File: config.mk
export PLATFORM = sky130hd
export DESIGN_NAME = mcuc_core
export DESIGN_NICKNAME = d
export VERILOG_FILES = /design/src/pkg/mcuc_pkg.sv /design/src/hdl/mcuc_alu.sv /design/src/hdl/mcuc_core.sv
export VERILOG_INCLUDE_DIRS = /design/src /design/src/pkg
export SDC_FILE = /design/constraint.sdc
export NUM_CORES = 1
export LEC_CHECK = 0
export ABC_AREA = 1
export BUFFER_PORTS_ARGS = -buffer_cell sky130_fd_sc_hd__buf_2
export CORE_ASPECT_RATIO = 1.5
export CORE_UTILIZATION = 45
export DETAILED_ROUTE_END_ITERATION = 6
export GPL_TIMING_DRIVEN = 1
export PLACE_DENSITY_LB_ADDON = 0.15
export SLEW_MARGIN = 25
export SYNTH_ARGS = -nofsm -noshare
export SYNTH_HDL_FRONTEND = slang
export SYNTH_SLANG_ARGS = --single-unit
File: constraint.sdc
create_clock -name clk -period 3.2 [get_ports clk]
set_input_delay 0.64 -clock clk [delete_from_list [all_inputs] [get_ports clk]]
set_output_delay 0.64 -clock clk [all_outputs]
set_load 0.01 [all_outputs]
File: src/pkg/mcuc_regs.svh
/*
 * constants of the small 8-bit core sequencer: opcode classes, cycle
 * counts, data-space locations of the short registers, reset values.
 * assumes it is included once per compile unit by its bare name.
 */
`ifndef MCUC_REGS_SVH
`define MCUC_REGS_SVH

// ----------------------------------------------------------------------
// opcode classes (low nibble; even opcodes are short branches)
// ----------------------------------------------------------------------
`define MCUC_LOW_CALL 4'h1
`define MCUC_LOW_JP   4'h9
`define MCUC_LOW_BTST 4'h3
`define MCUC_LOW_BMOD 4'hB
`define MCUC_LOW_CNT  4'h5
`define MCUC_LOW_IND  4'h7
`define MCUC_LOW_DIR  4'hF
`define MCUC_LOW_INH  4'hD
// inherent group, high nibble
`define MCUC_INH_IDLE 4'h0
`define MCUC_INH_COM  4'h1
`define MCUC_INH_RLC  4'h2
`define MCUC_INH_SLA  4'h3
`define MCUC_INH_RET  4'h4
`define MCUC_INH_INTERRUPT_RETURN 4'h5
`define MCUC_INH_STOP 4'h6
`define MCUC_INH_WAIT 4'h7
`define MCUC_INH_CLRA 4'h8
`define MCUC_INH_CLRM 4'h9

// ----------------------------------------------------------------------
// cycle counts, locations, reset values
// ----------------------------------------------------------------------
`define MCUC_CYC_SHORT 3'h2
`define MCUC_CYC_ALU   3'h4
`define MCUC_CYC_BIT   3'h5
`define MCUC_SHORT_BASE 6'h20
`define MCUC_PTR_X     8'h80
`define MCUC_PTR_Y     8'h81
`define MCUC_BT_BIAS   12'hFFF
`define MCUC_STACK_DEPTH 6
`define MCUC_PC_RST    12'h000
`define MCUC_BYTE_RST  8'h00
`endif

File: src/pkg/mcuc_pkg.sv
/*
 * types shared by the core sequencer and its alu.
 * assumes nothing of its surroundings.
 */
package mcuc_pkg;
    typedef enum logic [3:0] {
        ALU_ADD, ALU_SUB, ALU_AND, ALU_INC, ALU_DEC,
        ALU_COM, ALU_RLC, ALU_SLA, ALU_CLR
    } mcuc_alu_op_t;
    typedef enum logic [3:0] {
        K_IDLE, K_REL, K_JP, K_CALL, K_BTST, K_BMOD, K_ACC, K_CP,
        K_RMW, K_CLRM, K_RET, K_INTERRUPT_RETURN, K_STOP, K_WAIT
    } mcuc_kind_t;
    typedef enum logic [2:0] {
        EA_NONE, EA_SHORT, EA_IND_X, EA_IND_Y, EA_DIR
    } mcuc_ea_t;
    typedef enum logic [1:0] {
        MODE_RUN, MODE_WAIT, MODE_STOP
    } mcuc_mode_t;
endpackage : mcuc_pkg

File: src/hdl/mcuc_alu.sv
/*
 * combinational alu of the core: result, zero and carry.
 * assumes the caller decides which flags it keeps.
 */
`timescale 1ns/10ps
module mcuc_alu
    import mcuc_pkg::*;
(
    input  wire mcuc_alu_op_t op,
    input  wire logic [7:0]   a,
    input  wire logic [7:0]   b,
    input  wire logic         c_in,
    output logic [7:0]        res,
    output logic              z,
    output logic              c
);
    logic [8:0] wide;

    always_comb
    begin
        wide = 9'h000;
        res  = a;
        c    = c_in;
        unique case (op)
            ALU_ADD:
            begin
                wide = {1'b0, a} + {1'b0, b};
                res  = wide[7:0];
                c    = wide[8];
            end
            ALU_SUB:
            begin
                // carry is the borrow
                wide = {1'b0, a} - {1'b0, b};
                res  = wide[7:0];
                c    = wide[8];
            end
            ALU_AND:
            begin
                res = a & b;
                c   = 1'b0;
            end
            ALU_INC: res = a + 8'h01;
            ALU_DEC: res = a - 8'h01;
            ALU_COM:
            begin
                res = ~a;
                c   = a[7];
            end
            ALU_RLC:
            begin
                res = {a[6:0], c_in};
                c   = a[7];
            end
            ALU_SLA:
            begin
                res = {a[6:0], 1'b0};
                c   = a[7];
            end
            ALU_CLR:
            begin
                res = 8'h00;
                c   = 1'b0;
            end
        endcase
        z = (res == 8'h00);
    end
endmodule : mcuc_alu

File: src/hdl/mcuc_core.sv
/*
 * instruction sequencer of the 8-bit core: fetch, decode, execute.
 * assumes program and data memories answer combinationally in the
 * same cycle; wake, irq_save and watchdog_sel come from same-clock logic.
 */
`timescale 1ns/10ps
`include "mcuc_regs.svh"
module mcuc_core
    import mcuc_pkg::*;
(
    input  wire logic        clk,
    input  wire logic        rst_n,
    input  wire logic        clk_en,
    output logic [11:0]      prog_addr,
    input  wire logic [7:0]  prog_rdata,
    output logic [7:0]       data_addr,
    input  wire logic [7:0]  data_rdata,
    output logic [7:0]       data_wdata,
    output logic             data_we,
    input  wire logic        watchdog_sel,
    input  wire logic        wake,
    input  wire logic        irq_save,
    output logic [7:0]       acc,
    output logic             result_null_flag,
    output logic             overflow_bit,
    output logic             wait_active,
    output logic             stop_active
);
    localparam int DEPTH = `MCUC_STACK_DEPTH;

    // ------------------------------------------------------------------
    // state
    // ------------------------------------------------------------------
    logic [11:0]  pc_q, pc_d;
    logic [2:0]   cyc_q, cyc_d;
    logic [7:0]   op_q, op_d, b1_q, b1_d, b2_q, b2_d;
    logic [7:0]   ptr_q, ptr_d, opnd_q, opnd_d, acc_q, acc_d;
    logic         z_q, z_d, c_q, c_d, zs_q, zs_d, cs_q, cs_d;
    logic [7:0]   waddr_q, waddr_d, wdata_q, wdata_d;
    logic         we_q, we_d;
    mcuc_mode_t   mode_q, mode_d;
    logic [11:0]  stk_q [DEPTH];
    logic [11:0]  stk_d [DEPTH];
    logic         push, pop;

    // ------------------------------------------------------------------
    // decode
    // ------------------------------------------------------------------
    mcuc_kind_t   kind;
    mcuc_alu_op_t alu_op;
    mcuc_ea_t     ea;
    logic [2:0]   nbytes, ncyc;
    logic         imm, last, cond, tbit;
    logic [7:0]   ea_addr, rd_addr, alu_a, alu_b, alu_res, bmask;
    logic         alu_z, alu_c;
    logic [11:0]  rel_tgt, bt_tgt, jtarget;

    always_comb
    begin
        kind   = K_IDLE;
        alu_op = ALU_ADD;
        ea     = EA_NONE;
        nbytes = 3'h1;
        ncyc   = `MCUC_CYC_SHORT;
        imm    = 1'b0;
        if (!op_q[0])
            kind = K_REL;
        else
        begin
            unique case (op_q[3:0])
                `MCUC_LOW_CALL, `MCUC_LOW_JP:
                begin
                    kind   = op_q[3] ? K_JP : K_CALL;
                    nbytes = 3'h2;
                    ncyc   = `MCUC_CYC_ALU;
                end
                `MCUC_LOW_BTST:
                begin
                    kind   = K_BTST;
                    ea     = EA_DIR;
                    nbytes = 3'h3;
                    ncyc   = `MCUC_CYC_BIT;
                end
                `MCUC_LOW_BMOD:
                begin
                    kind   = K_BMOD;
                    ea     = EA_DIR;
                    nbytes = 3'h2;
                    ncyc   = `MCUC_CYC_ALU;
                end
                `MCUC_LOW_CNT:
                begin
                    kind   = K_RMW;
                    alu_op = op_q[5] ? ALU_DEC : ALU_INC;
                    ea     = EA_SHORT;
                    ncyc   = `MCUC_CYC_ALU;
                end
                `MCUC_LOW_IND, `MCUC_LOW_DIR:
                begin
                    ncyc   = `MCUC_CYC_ALU;
                    nbytes = op_q[4] ? 3'h2 : 3'h1;
                    unique case (op_q[7:5])
                        3'h0: alu_op = ALU_ADD;
                        3'h1: alu_op = ALU_SUB;
                        3'h2: alu_op = ALU_SUB;
                        3'h3: alu_op = ALU_AND;
                        3'h4: alu_op = ALU_INC;
                        3'h5: alu_op = ALU_DEC;
                        default: alu_op = ALU_ADD;
                    endcase
                    unique case (op_q[7:5])
                        3'h2: kind = K_CP;
                        3'h4, 3'h5: kind = K_RMW;
                        3'h6, 3'h7: kind = K_IDLE;
                        default: kind = K_ACC;
                    endcase
                    if (op_q[3:0] == `MCUC_LOW_DIR)
                        ea = op_q[4] ? EA_DIR : EA_IND_Y;
                    else if (!op_q[4])
                        ea = EA_IND_X;
                    else if (kind == K_RMW)
                        ea = EA_DIR;
                    else
                        imm = 1'b1;
                    if (kind == K_IDLE)
                        ncyc = `MCUC_CYC_SHORT;
                end
                `MCUC_LOW_INH:
                begin
                    ncyc = `MCUC_CYC_ALU;
                    unique case (op_q[7:4])
                        `MCUC_INH_COM: alu_op = ALU_COM;
                        `MCUC_INH_RLC: alu_op = ALU_RLC;
                        `MCUC_INH_SLA: alu_op = ALU_SLA;
                        default:       alu_op = ALU_CLR;
                    endcase
                    unique case (op_q[7:4])
                        `MCUC_INH_COM, `MCUC_INH_RLC: kind = K_ACC;
                        `MCUC_INH_SLA, `MCUC_INH_CLRA:
                        begin
                            kind   = K_ACC;
                            nbytes = 3'h2;
                        end
                        `MCUC_INH_CLRM:
                        begin
                            kind   = K_CLRM;
                            ea     = EA_DIR;
                            nbytes = 3'h3;
                        end
                        `MCUC_INH_RET:  kind = K_RET;
                        `MCUC_INH_INTERRUPT_RETURN: kind = K_INTERRUPT_RETURN;
                        `MCUC_INH_STOP: kind = K_STOP;
                        `MCUC_INH_WAIT: kind = K_WAIT;
                        default:        kind = K_IDLE;
                    endcase
                    if (kind inside {K_IDLE, K_RET, K_INTERRUPT_RETURN, K_STOP, K_WAIT})
                        ncyc = `MCUC_CYC_SHORT;
                end
                default: kind = K_IDLE;
            endcase
        end
    end

    // ------------------------------------------------------------------
    // operands and targets
    // ------------------------------------------------------------------
    always_comb
    begin
        unique case (ea)
            EA_SHORT: ea_addr = {`MCUC_SHORT_BASE, op_q[7:6]};
            EA_IND_X, EA_IND_Y: ea_addr = ptr_q;
            default:  ea_addr = b1_q;
        endcase
        if (cyc_q == 3'h1 && ea == EA_IND_X)
            rd_addr = `MCUC_PTR_X;
        else if (cyc_q == 3'h1 && ea == EA_IND_Y)
            rd_addr = `MCUC_PTR_Y;
        else
            rd_addr = ea_addr;
        unique case (op_q[2:1])
            2'h0: cond = !z_q;
            2'h1: cond = !c_q;
            2'h2: cond = z_q;
            2'h3: cond = c_q;
        endcase
    end

    // accumulator is always one side, except for the count ops
    assign alu_a   = (kind == K_RMW) ? opnd_q : acc_q;
    assign alu_b   = imm ? b1_q : opnd_q;
    assign tbit    = opnd_q[op_q[7:5]];
    assign bmask   = 8'h01 << op_q[7:5];
    assign rel_tgt = pc_q + {{7{op_q[7]}}, op_q[7:3]};
    assign bt_tgt  = pc_q + `MCUC_BT_BIAS + {{4{b2_q[7]}}, b2_q};
    assign jtarget = {op_q[7:4], b1_q};
    assign last    = (cyc_q != 3'h0) && (cyc_q == ncyc - 3'h1);

    mcuc_alu u_alu (
        .op   (alu_op),
        .a    (alu_a),
        .b    (alu_b),
        .c_in (c_q),
        .res  (alu_res),
        .z    (alu_z),
        .c    (alu_c)
    );

    // ------------------------------------------------------------------
    // sequencer
    // ------------------------------------------------------------------
    always_comb
    begin
        {pc_d, cyc_d, op_d, b1_d, b2_d} = {pc_q, cyc_q, op_q, b1_q, b2_q};
        {ptr_d, opnd_d, acc_d, z_d, c_d} = {ptr_q, opnd_q, acc_q, z_q, c_q};
        {waddr_d, wdata_d} = {waddr_q, wdata_q};
        mode_d = mode_q;
        we_d = 1'b0;
        push = 1'b0;
        pop  = 1'b0;
        zs_d = irq_save ? z_q : zs_q;
        cs_d = irq_save ? c_q : cs_q;
        if (mode_q != MODE_RUN)
        begin
            if (wake)
                mode_d = MODE_RUN;
        end
        else
        begin
            cyc_d = last ? 3'h0 : cyc_q + 3'h1;
            if (cyc_q == 3'h0)
            begin
                op_d = prog_rdata;
                pc_d = pc_q + 12'h001;
            end
            else if (cyc_q < nbytes)
            begin
                if (cyc_q == 3'h1)
                    b1_d = prog_rdata;
                else
                    b2_d = prog_rdata;
                pc_d = pc_q + 12'h001;
            end
            if (cyc_q == 3'h1 && (ea == EA_IND_X || ea == EA_IND_Y))
                ptr_d = data_rdata;
            if (cyc_q != 3'h0 && cyc_q == ncyc - 3'h2)
                opnd_d = data_rdata;
            if (last)
            begin
                unique case (kind)
                    K_REL: if (cond) pc_d = rel_tgt;
                    K_JP:  pc_d = jtarget;
                    K_CALL:
                    begin
                        pc_d = jtarget;
                        push = 1'b1;
                    end
                    K_BTST:
                    begin
                        c_d = tbit;
                        if (tbit == op_q[4])
                            pc_d = bt_tgt;
                    end
                    K_BMOD:
                    begin
                        we_d    = 1'b1;
                        waddr_d = ea_addr;
                        wdata_d = op_q[4] ? (opnd_q | bmask)
                                          : (opnd_q & ~bmask);
                    end
                    K_ACC:
                    begin
                        acc_d = alu_res;
                        z_d   = alu_z;
                        c_d   = alu_c;
                    end
                    K_CP:
                    begin
                        z_d = alu_z;
                        c_d = alu_c;
                    end
                    K_RMW:
                    begin
                        we_d    = 1'b1;
                        waddr_d = ea_addr;
                        wdata_d = alu_res;
                        z_d     = alu_z;
                    end
                    K_CLRM:
                    begin
                        we_d    = 1'b1;
                        waddr_d = ea_addr;
                        wdata_d = 8'h00;
                    end
                    K_RET:
                    begin
                        pc_d = stk_q[0];
                        pop  = 1'b1;
                    end
                    K_INTERRUPT_RETURN:
                    begin
                        pc_d = stk_q[0];
                        pop  = 1'b1;
                        z_d  = zs_q;
                        c_d  = cs_q;
                    end
                    K_STOP: mode_d = watchdog_sel ? MODE_WAIT
                                                  : MODE_STOP;
                    K_WAIT: mode_d = MODE_WAIT;
                    K_IDLE: mode_d = mode_q;
                endcase
            end
        end
    end

    // ------------------------------------------------------------------
    // return stack, oldest entry dropped on overflow
    // ------------------------------------------------------------------
    for (genvar g = 0; g < DEPTH; g++)
    begin : g_stk
        if (g == DEPTH - 1)
        begin : g_bot
            assign stk_d[g] = push ? stk_q[g - 1] : stk_q[g];
        end
        else if (g == 0)
        begin : g_top
            assign stk_d[g] = push ? pc_q : (pop ? stk_q[1] : stk_q[0]);
        end
        else
        begin : g_mid
            assign stk_d[g] = push ? stk_q[g - 1]
                                   : (pop ? stk_q[g + 1] : stk_q[g]);
        end
    end

    always_ff @(posedge clk or negedge rst_n)
    begin
        if (!rst_n)
        begin
            pc_q <= `MCUC_PC_RST;
            cyc_q <= 3'h0;
            {op_q, b1_q, b2_q, ptr_q} <= {4{`MCUC_BYTE_RST}};
            {opnd_q, acc_q, waddr_q, wdata_q} <= {4{`MCUC_BYTE_RST}};
            {z_q, c_q, zs_q, cs_q, we_q} <= 5'h00;
            mode_q <= MODE_RUN;
            for (int i = 0; i < DEPTH; i++)
                stk_q[i] <= `MCUC_PC_RST;
        end
        else if (clk_en)
        begin
            {pc_q, cyc_q, op_q, b1_q, b2_q} <= {pc_d, cyc_d, op_d, b1_d, b2_d};
            {ptr_q, opnd_q, acc_q, z_q, c_q} <= {ptr_d, opnd_d, acc_d, z_d, c_d};
            {waddr_q, wdata_q, we_q} <= {waddr_d, wdata_d, we_d};
            {zs_q, cs_q} <= {zs_d, cs_d};
            mode_q <= mode_d;
            for (int i = 0; i < DEPTH; i++)
                stk_q[i] <= stk_d[i];
        end
    end

    // write is issued one cycle after execute, so it overlaps next fetch
    assign prog_addr        = pc_q;
    assign data_addr        = we_q ? waddr_q : rd_addr;
    assign data_wdata       = wdata_q;
    assign data_we          = we_q;
    assign acc              = acc_q;
    assign result_null_flag = z_q;
    assign overflow_bit     = c_q;
    assign wait_active      = (mode_q == MODE_WAIT);
    assign stop_active      = (mode_q == MODE_STOP);

    // ------------------------------------------------------------------
    // checks
    // ------------------------------------------------------------------
    logic fetch, exec;
    assign fetch = (mode_q == MODE_RUN) && (cyc_q == 3'h0);
    assign exec  = (mode_q == MODE_RUN) && last;

    a_rel_length: assert property (@(posedge clk) disable iff (!rst_n || !clk_en)
        fetch && !prog_rdata[0] |=> (cyc_q != 3'h0) ##1 (cyc_q == 3'h0))
        else $error("short branch not 2 cycles");
    a_rel_flags: assert property (@(posedge clk) disable iff (!rst_n || !clk_en)
        fetch && !prog_rdata[0] |-> ##2 (z_q == $past(z_q, 2)) && (c_q == $past(c_q, 2)))
        else $error("short branch changed flags");
    a_alu_length: assert property (@(posedge clk) disable iff (!rst_n || !clk_en)
        fetch && prog_rdata[3:0] == `MCUC_LOW_IND && prog_rdata[7:6] != 2'h3
        |=> (cyc_q != 3'h0) [*3] ##1 (cyc_q == 3'h0))
        else $error("alu op not 4 cycles");
    a_bit_length: assert property (@(posedge clk) disable iff (!rst_n || !clk_en)
        fetch && prog_rdata[3:0] == `MCUC_LOW_BTST
        |=> (cyc_q != 3'h0) [*4] ##1 (cyc_q == 3'h0))
        else $error("bit-test branch not 5 cycles");
    a_bit_carry: assert property (@(posedge clk) disable iff (!rst_n || !clk_en)
        exec && kind == K_BTST |=> (c_q == $past(tbit)) && $stable(z_q))
        else $error("tested bit not copied to carry");
    a_count_carry: assert property (@(posedge clk) disable iff (!rst_n || !clk_en)
        exec && kind == K_RMW |=> $stable(c_q) && data_we)
        else $error("count op touched carry");
    a_stop_wait: assert property (@(posedge clk) disable iff (!rst_n || !clk_en)
        exec && kind == K_STOP && watchdog_sel |=> wait_active && !stop_active)
        else $error("stop not turned into wait");
    a_bit_write: assert property (@(posedge clk) disable iff (!rst_n || !clk_en)
        exec && kind == K_BMOD |=> data_we && data_addr == $past(b1_q)
        && $stable(z_q) && $stable(c_q))
        else $error("bit set/clear write wrong");
    a_long_target: assert property (@(posedge clk) disable iff (!rst_n || !clk_en)
        exec && (kind == K_JP || kind == K_CALL) |=> pc_q == $past(jtarget))
        else $error("long jump target wrong");
    a_rel_next: assert property (@(posedge clk) disable iff (!rst_n || !clk_en)
        exec && kind == K_REL && !cond |=> pc_q == $past(pc_q))
        else $error("false branch did not fall through");
endmodule : mcuc_core

# ---- Yosys cells after proc, flatten, opt, wreduce, memory -nomap -nowiden
# Index checks and enable logic that the tools add are counted.
dict set report word_totals {
  register_bits 158
}
dict set report classes {
  mux 80
  reduce_logical 56
  magnitude_cmp 2
  addsub 11
  bitwise_logic 8
  shifts 1
  n_eq_ne 64
}
# cell count
set ops {}
lappend ops {{12-bit 2-to-1 mux} 15}
lappend ops {{4-bit == test, second input constant} 18}
lappend ops {{8-bit one-hot mux with 9 select lines} 1}
lappend ops {{4-bit by 3-bit == test with 1-bit output, second input constant} 14}
lappend ops {{8-bit 2-to-1 mux} 6}
lappend ops {{12-bit one-hot mux with 4 select lines} 1}
lappend ops {{4-bit one-hot mux with 6 select lines} 2}
lappend ops {{3-bit one-hot mux with 4 select lines} 3}
lappend ops {{4-bit one-hot mux with 3 select lines} 3}
lappend ops {{3-bit 2-to-1 mux} 11}
lappend ops {{4-bit by 2-bit == test with 1-bit output, second input constant} 7}
lappend ops {{12-bit adder} 2}
lappend ops {{4-bit 2-to-1 mux} 6}
lappend ops {{8-bit one-hot mux with 3 select lines} 1}
lappend ops {{2-bit OR reduction} 12}
lappend ops {{4-bit AND reduction} 5}
lappend ops {{8-bit bitwise AND} 2}
lappend ops {{4-bit by 1-bit == test with 1-bit output, second input constant} 4}
lappend ops {{1-bit 2-to-1 mux} 16}
lappend ops {{8-bit NOT} 2}
lappend ops {{8-bit one-hot mux with 2 select lines} 1}
lappend ops {{5-bit AND reduction} 3}
lappend ops {{12-bit by 1-bit adder with 12-bit output, second input constant} 1}
lappend ops {{12-bit adder, second input constant} 1}
lappend ops {{other kinds (42)} 85}

# ---- Depth between registers and ports, before layout
dict set report logic_depth {
  ltp_word 17
  ltp_mapped 25
  mapped_depth_nobuf 23
}

# ---- Hierarchy
# Synthesis repeated with hierarchy kept, for this count alone.
dict set report unflattened {
  hier_cells 1861
  hier_area_um2 12095.4
}
# mod n_inst seq_area_each_um2 cells_per_inst area_each_um2
set modules_own_cells {}
lappend modules_own_cells {mcuc_core 1 3953.8 1567 10546.4}
lappend modules_own_cells {mcuc_alu 1 0.0 294 1549.0}

# ---- Worst setup path before layout
# No wires, ideal clock.
dict set report synth_path {
  path_kind {reg2reg}
  startpoint {register op_q[7]}
  endpoint {register z_q (netlist: result_null_flag)}
  period_less_slack_ns 3.225
  n_path_buf 3
  path_slack_ns -0.025
  arrival_time_ns 3.148
  stages_incl_launch_ff 21
  path_cell_list {dfrtp_1 > buf_2 > buf_6 > a21oi_1 > nand3_1 > inv_1 > clkbuf_1 > nand2_1 > o21ai_0 > ha_1 > inv_1 > fa_1 > a21oi_1 > xor2_1 > or2_1 > nand3_1 > a21oi_1 > nand3_1 > nor3_1 > nand3_1 > a21oi_1}
}
dict set report synth_via {
  elab_chain_len 16
}
# element line
set synth_rtl {}
lappend synth_rtl {{start: declaration} mcuc_core.sv:36} ;# logic [7:0] op_q, op_d, b1_q, b1_d, b2_q, b2_d;
lappend synth_rtl {{start signal: assignment} mcuc_core.sv:341} ;# {op_q, b1_q, b2_q, ptr_q} <= {4{`MCUC_BYTE_RST}};
lappend synth_rtl {{start signal: assignment} mcuc_core.sv:350} ;# {pc_q, cyc_q, op_q, b1_q, b2_q} <= {pc_d, cyc_d, op_d, b1_d, b2_d};
lappend synth_rtl {{3-bit == test, on equally long branches} {mcuc_core.sv:111, mcuc_core.sv:102}}
lappend synth_rtl {{2-bit OR reduction} mcuc_core.sv:111} ;# unique case (op_q[7:5])
lappend synth_rtl {{4-bit one-hot mux with 3 select lines} mcuc_core.sv:111}
lappend synth_rtl {{4-bit 2-to-1 mux} mcuc_core.sv:70} ;# unique case (op_q[3:0])
lappend synth_rtl {{4-bit 2-to-1 mux} mcuc_core.sv:66} ;# if (!op_q[0])
lappend synth_rtl {{4-bit == test} mcuc_core.sv:121} ;# else if (kind == K_RMW)
lappend synth_rtl {{1-bit 2-to-1 mux} mcuc_core.sv:121}
lappend synth_rtl {{1-bit 2-to-1 mux} mcuc_core.sv:119} ;# else if (!op_q[4])
lappend synth_rtl {{1-bit 2-to-1 mux} mcuc_core.sv:117} ;# if (op_q[3:0] == `MCUC_LOW_DIR)
lappend synth_rtl {{1-bit 2-to-1 mux} mcuc_core.sv:70}
lappend synth_rtl {{1-bit 2-to-1 mux} mcuc_core.sv:66}
lappend synth_rtl {{8-bit 2-to-1 mux} mcuc_core.sv:190} ;# assign alu_b = imm ? b1_q : opnd_q;
lappend synth_rtl {{8-bit by 8-bit subtractor with 9-bit output (tied with other cells)} mcuc_alu.sv:34} ;# wide = {1'b0, a} - {1'b0, b};
lappend synth_rtl {{8-bit one-hot mux with 9 select lines} mcuc_alu.sv:24} ;# unique case (op)
lappend synth_rtl {{8-bit zero test} mcuc_alu.sv:66} ;# z = (res == 8'h00);
lappend synth_rtl {{1-bit one-hot mux with 2 select lines} mcuc_core.sv:249} ;# unique case (kind)
lappend synth_rtl {{end signal: assignment} mcuc_core.sv:351} ;# {ptr_q, opnd_q, acc_q, z_q, c_q} <= {ptr_d, opnd_d, acc_d, z_d, c_d};
lappend synth_rtl {{end: declaration} mcuc_core.sv:38} ;# logic z_q, z_d, c_q, c_d, zs_q, zs_d, cs_q, cs_d;
# Parallel ways exist; a longest one is shown, timed or not. The select of a mux whose other input is x is not followed.
# A chain may end at the register's enable or synchronous reset.

# ---- Worst setup path in the final report
dict set report layout_path {
  startpoint {register op_q[0]}
  endpoint {register z_q (netlist: result_null_flag)}
}
dict set report layout_via {
  elab_chain_len 10
}
# element line
set layout_rtl {}
lappend layout_rtl {{4-bit == test (tied with other cells)} mcuc_core.sv:70}
lappend layout_rtl {{2-bit OR reduction, on equally long branches} n/a}
lappend layout_rtl {{4-bit one-hot mux with 6 select lines} mcuc_core.sv:70}
lappend layout_rtl {{4-bit 2-to-1 mux} mcuc_core.sv:66}
lappend layout_rtl {{4-bit == test} {mcuc_core.sv:189, mcuc_core.sv:249}}
lappend layout_rtl {{8-bit 2-to-1 mux} mcuc_core.sv:189} ;# assign alu_a = (kind == K_RMW) ? opnd_q : acc_q;
lappend layout_rtl {{8-bit by 1-bit subtractor with 8-bit output (tied with other cells)} mcuc_alu.sv:44} ;# ALU_DEC: res = a - 8'h01;
lappend layout_rtl {{8-bit one-hot mux with 9 select lines} mcuc_alu.sv:24}
lappend layout_rtl {{8-bit zero test} mcuc_alu.sv:66}
lappend layout_rtl {{1-bit one-hot mux with 2 select lines} mcuc_core.sv:249}
# Parallel ways exist; a longest one is shown, timed or not.

==> key figures <==
Critical path
  – Critical Path Sink Type: flop
  – Worst path max stage delay: 0.41 ns
  – Critical Path AT: 3.44 ns
  – CP dominant cell by count: nand3_1
  – RR Startpoint: op_q[0]$_DFFE_PN0P_
  – Critical Path Slowest Stage Cell: fa_2
  – R2r setup slk: 0.12 ns
  – Crit path max fanout: 7
  – Worst R2R End: result_null_flag$_DFFE_PN0P_
  – Critical Path RT: 3.56 ns
  – Critical-path cell list: nand2_2 -> nor2_4 -> nand2_4 -> nand2_8 -> nand2_1 -> o21ai_2 -> ha_1 -> inv_1 -> fa_2 -> nand4_1 -> nand3_1 -> nor2_1 -> nor3_1 -> nor3_1 -> nand3_1 -> nor3_2 -> nand3_1 -> a21oi_2
  – Startpoint Class: flop
  – CP Class: flop to flop
  – Worst r2r path cells: 18

Synth
  – Synth Area per Inst: 7.06 um2
  – Register area share after synthesis: 0.344
  – Post-synth EDFFs: 0
  – Yosys warns: 0
  – Synth Instances: 1629
  – Post-Syn Nets: 1714
  – Synth cell types: 55
  – Top_reg_cell synth: dfrtp_1
  – FF+latch count, synth: 158
  – Async SR Flop Fraction: 1.00
  – Netlist Area Pre-Place: 11500 um2

Layout
  – Post-layout util: 0.548
  – Most frequent cells in the layout: 455 x nand2_1, 175 x inv_1, 158 x dfrtp_1
  – Layout cell share with drive strength beyond 1: 0.170
  – Register area: 3950 um2
  – Multi-input combinational cell area: 6700 um2
  – Ant. Diodes: 0
  – Fillers: 2541
  – Layout area overhead: 19.4%
  – Most common cell after layout, fill and taps aside: nand2_1
  – Layout Nets: 1860
  – Finished layout cell area: 13700 um2

Routing
  – WL met2: 20200 um
  – Final wirelength: 39400 um
  – Via count: 11500
  – Wl on met1: 14700 um
  – Drt first pass iters: 5
  – Vias per inst: 5.42
  – Met3 WL: 1520 um
  – WL/cell: 18.6 um
  – Drt drc: 0
  – ANT nets after route: 0
  – Max layer used: met4
  – DR iter-0 viols: 779

Global route
  – Pin count of the biggest net entering global routing: 70
  – Global-route wire length before repair: 60800 um
  – Overall routing resource usage: 0.308
  – Number of global-route vias before repair: 11100
  – Initial antenna violation count: 0
  – GR Overflow Total: 0

Power and ir drop
  – Leak pwr: 0.00723 uW
  – Cell Pwr Density: 1110 nW/um2
  – Peak VDD IR: 769 uV
  – Total power: 15300 uW

Die
  – Initial Util: 0.459
  – Num ports: 63
  – Core area: 25100 um2
  – Die W: 133 um
  – Die H: 198 um
  – Core Rows: 71
  – Die area: 26200 um2

Place
  – Routability Congestion: 0.987
  – Post-DP HPWL: 30800 um
  – IO buf count: 62
  – Placed cell area: 12800 um2

Timing
  – WHS: 0.187 ns
  – Skew final: 0.0126 ns
  – Final worst-path cycle share: 0.962
  – Unrepaired setup endpoints after global routing: true
  – Final Hold Fails: 0
  – F_max: 325 MHz
  – Relative slew slack: 0.544
  – Final setup viols: 0
  – Least-Margin Pin Slew: 0.677 ns
  – Setup TNS: 0 ns
  – Final min period: 3.08 ns
  – Final Max Slew Viols: 0

Run status
  – Status: complete, no violations

Job
  – Max-cap violations: 0

Clock tree
  – H-tree level count: 4
  – Clock sink count: 158
  – CTS tree: yes
  – Hold buffers post-CTS: 0
  – Reg clk slew, reported paths: 0.07 ns
  – Clock Root Buffer: clkbuf_16
  – Clock tree buffer depth: 2
  – Clk_lat worst skew: 0.44 ns
  – Num CTS Buffers: 17

Min path
  – Hold crit path type: input port to async pin
[cells in the mapped netlist, types with 8 or more instances]
| cell | instances | area [um2] |
|---|---|---|
| buf_2 | 19 | 95.1 |
| inv_2 | 12 | 45.0 |
| a221oi_1 | 10 | 87.6 |
| xor2_1 | 23 | 201 |
| ha_1 | 58 | 726 |
| inv_1 | 182 | 683 |
| clkbuf_1 | 26 | 97.6 |
| dfrtp_1 | 158 | 3950 |
| nand3_1 | 109 | 546 |
| nand2_2 | 9 | 56.3 |
| nor3_1 | 17 | 85.1 |
| nor2_1 | 96 | 360 |
| o21ai_0 | 154 | 771 |
| mux2i_1 | 36 | 360 |
| o21a_1 | 8 | 60.1 |
| nand2_1 | 461 | 1730 |
| o211ai_1 | 8 | 60.1 |
| nand4_1 | 9 | 56.3 |
| o21ai_1 | 64 | 320 |
| xnor2_1 | 9 | 78.8 |
| a21oi_1 | 72 | 360 |
[kinds of logic after synthesis]
family | Yosys count | synth area share
compound gates | 348 | 0.166
xor+xnor | 32 | 0.0244
fa+ha+maj | 63 | 0.0718
buf+inv | 258 | 0.0925
flops | 158 | 0.344
mux | 37 | 0.0323
simple gates | 733 | 0.269
[layer usage]
layer | vias up | global-route usage
li1 | 5661 | -
met1 | 5303 | 0.324
met2 | 364 | 0.562
met4 | 0 | 0.223
met3 | 137 | 0.0399
met5 | - | 0
[final cells by class]
class                   instances  share of cell area
clock inverters                13              0.0114
inverters                     198              0.0555
clock buffers                  18              0.0313
repair inverters                1            0.000547
multi-input cells            1214               0.488
flip-flops and latches        158               0.288
well taps                     328              0.0299
repair buffers                185              0.0954
[critical path, delay by kind of cell (launching register included)]
kind	cells	cell delay, ns
and+or+nand+nor	13	1.74
buffers and inverters	1	0.07
AOI/OAI and AO/OA	2	0.23
adders and majority gates	2	0.59
DFF	1	0.40
[metrics by stage]
| step | instances | worst slack (ns) |
|---|---|---|
| detailed placement | 2069 | -0.0919 |
| CTS | 2100 | 0.00129 |
| global route | 2115 | -0.0809 |
| global placement | 2069 | -0.0194 |
| floorplan | 1629 | 0.0606 |
| finish | 2115 | 0.123 |
[state kept, by name, summed over array words and instances, names as in the netlist]
name,count
stk_q,72
mode_q,2
result_null_flag,1
acc,8
cs_q,1
waddr_q,8
op_q,8
data_we,1
prog_addr,12
b1_q,8
overflow_bit,1
opnd_q,8
b2_q,8
zs_q,1
ptr_q,8
cyc_q,3
data_wdata,8
[worst max path at each step]
stage | end | from
finish | result_null_flag$_DFFE_PN0P_ | op_q[0]$_DFFE_PN0P_
global route | stk_q[16]$_DFFE_PN0P_ | op_q[7]$_DFFE_PN0P_
CTS | result_null_flag$_DFFE_PN0P_ | op_q[0]$_DFFE_PN0P_
detailed placement | result_null_flag$_DFFE_PN0P_ | op_q[0]$_DFFE_PN0P_
global placement | result_null_flag$_DFFE_PN0P_ | op_q[0]$_DFFE_PN0P_
floorplan | result_null_flag$_DFFE_PN0P_ | op_q[7]$_DFFE_PN0P_
[power by group]
part           switching (uW)  total, uW  internal (uW)
Sequential                815       3680           2860
Clock                     913       2080           1170
Combinational            5850       9500           3650
Total                    7580      15300           7680
[what timing repair did]
item	4_1_cts	5_1_grt
pin swaps	0	11
setup buffers	0	12
resized for setup	7	60
gates cloned	0	3
endpoints found under the setup margin	4	96
No activity file was read; power rests on OpenSTA's default activity.
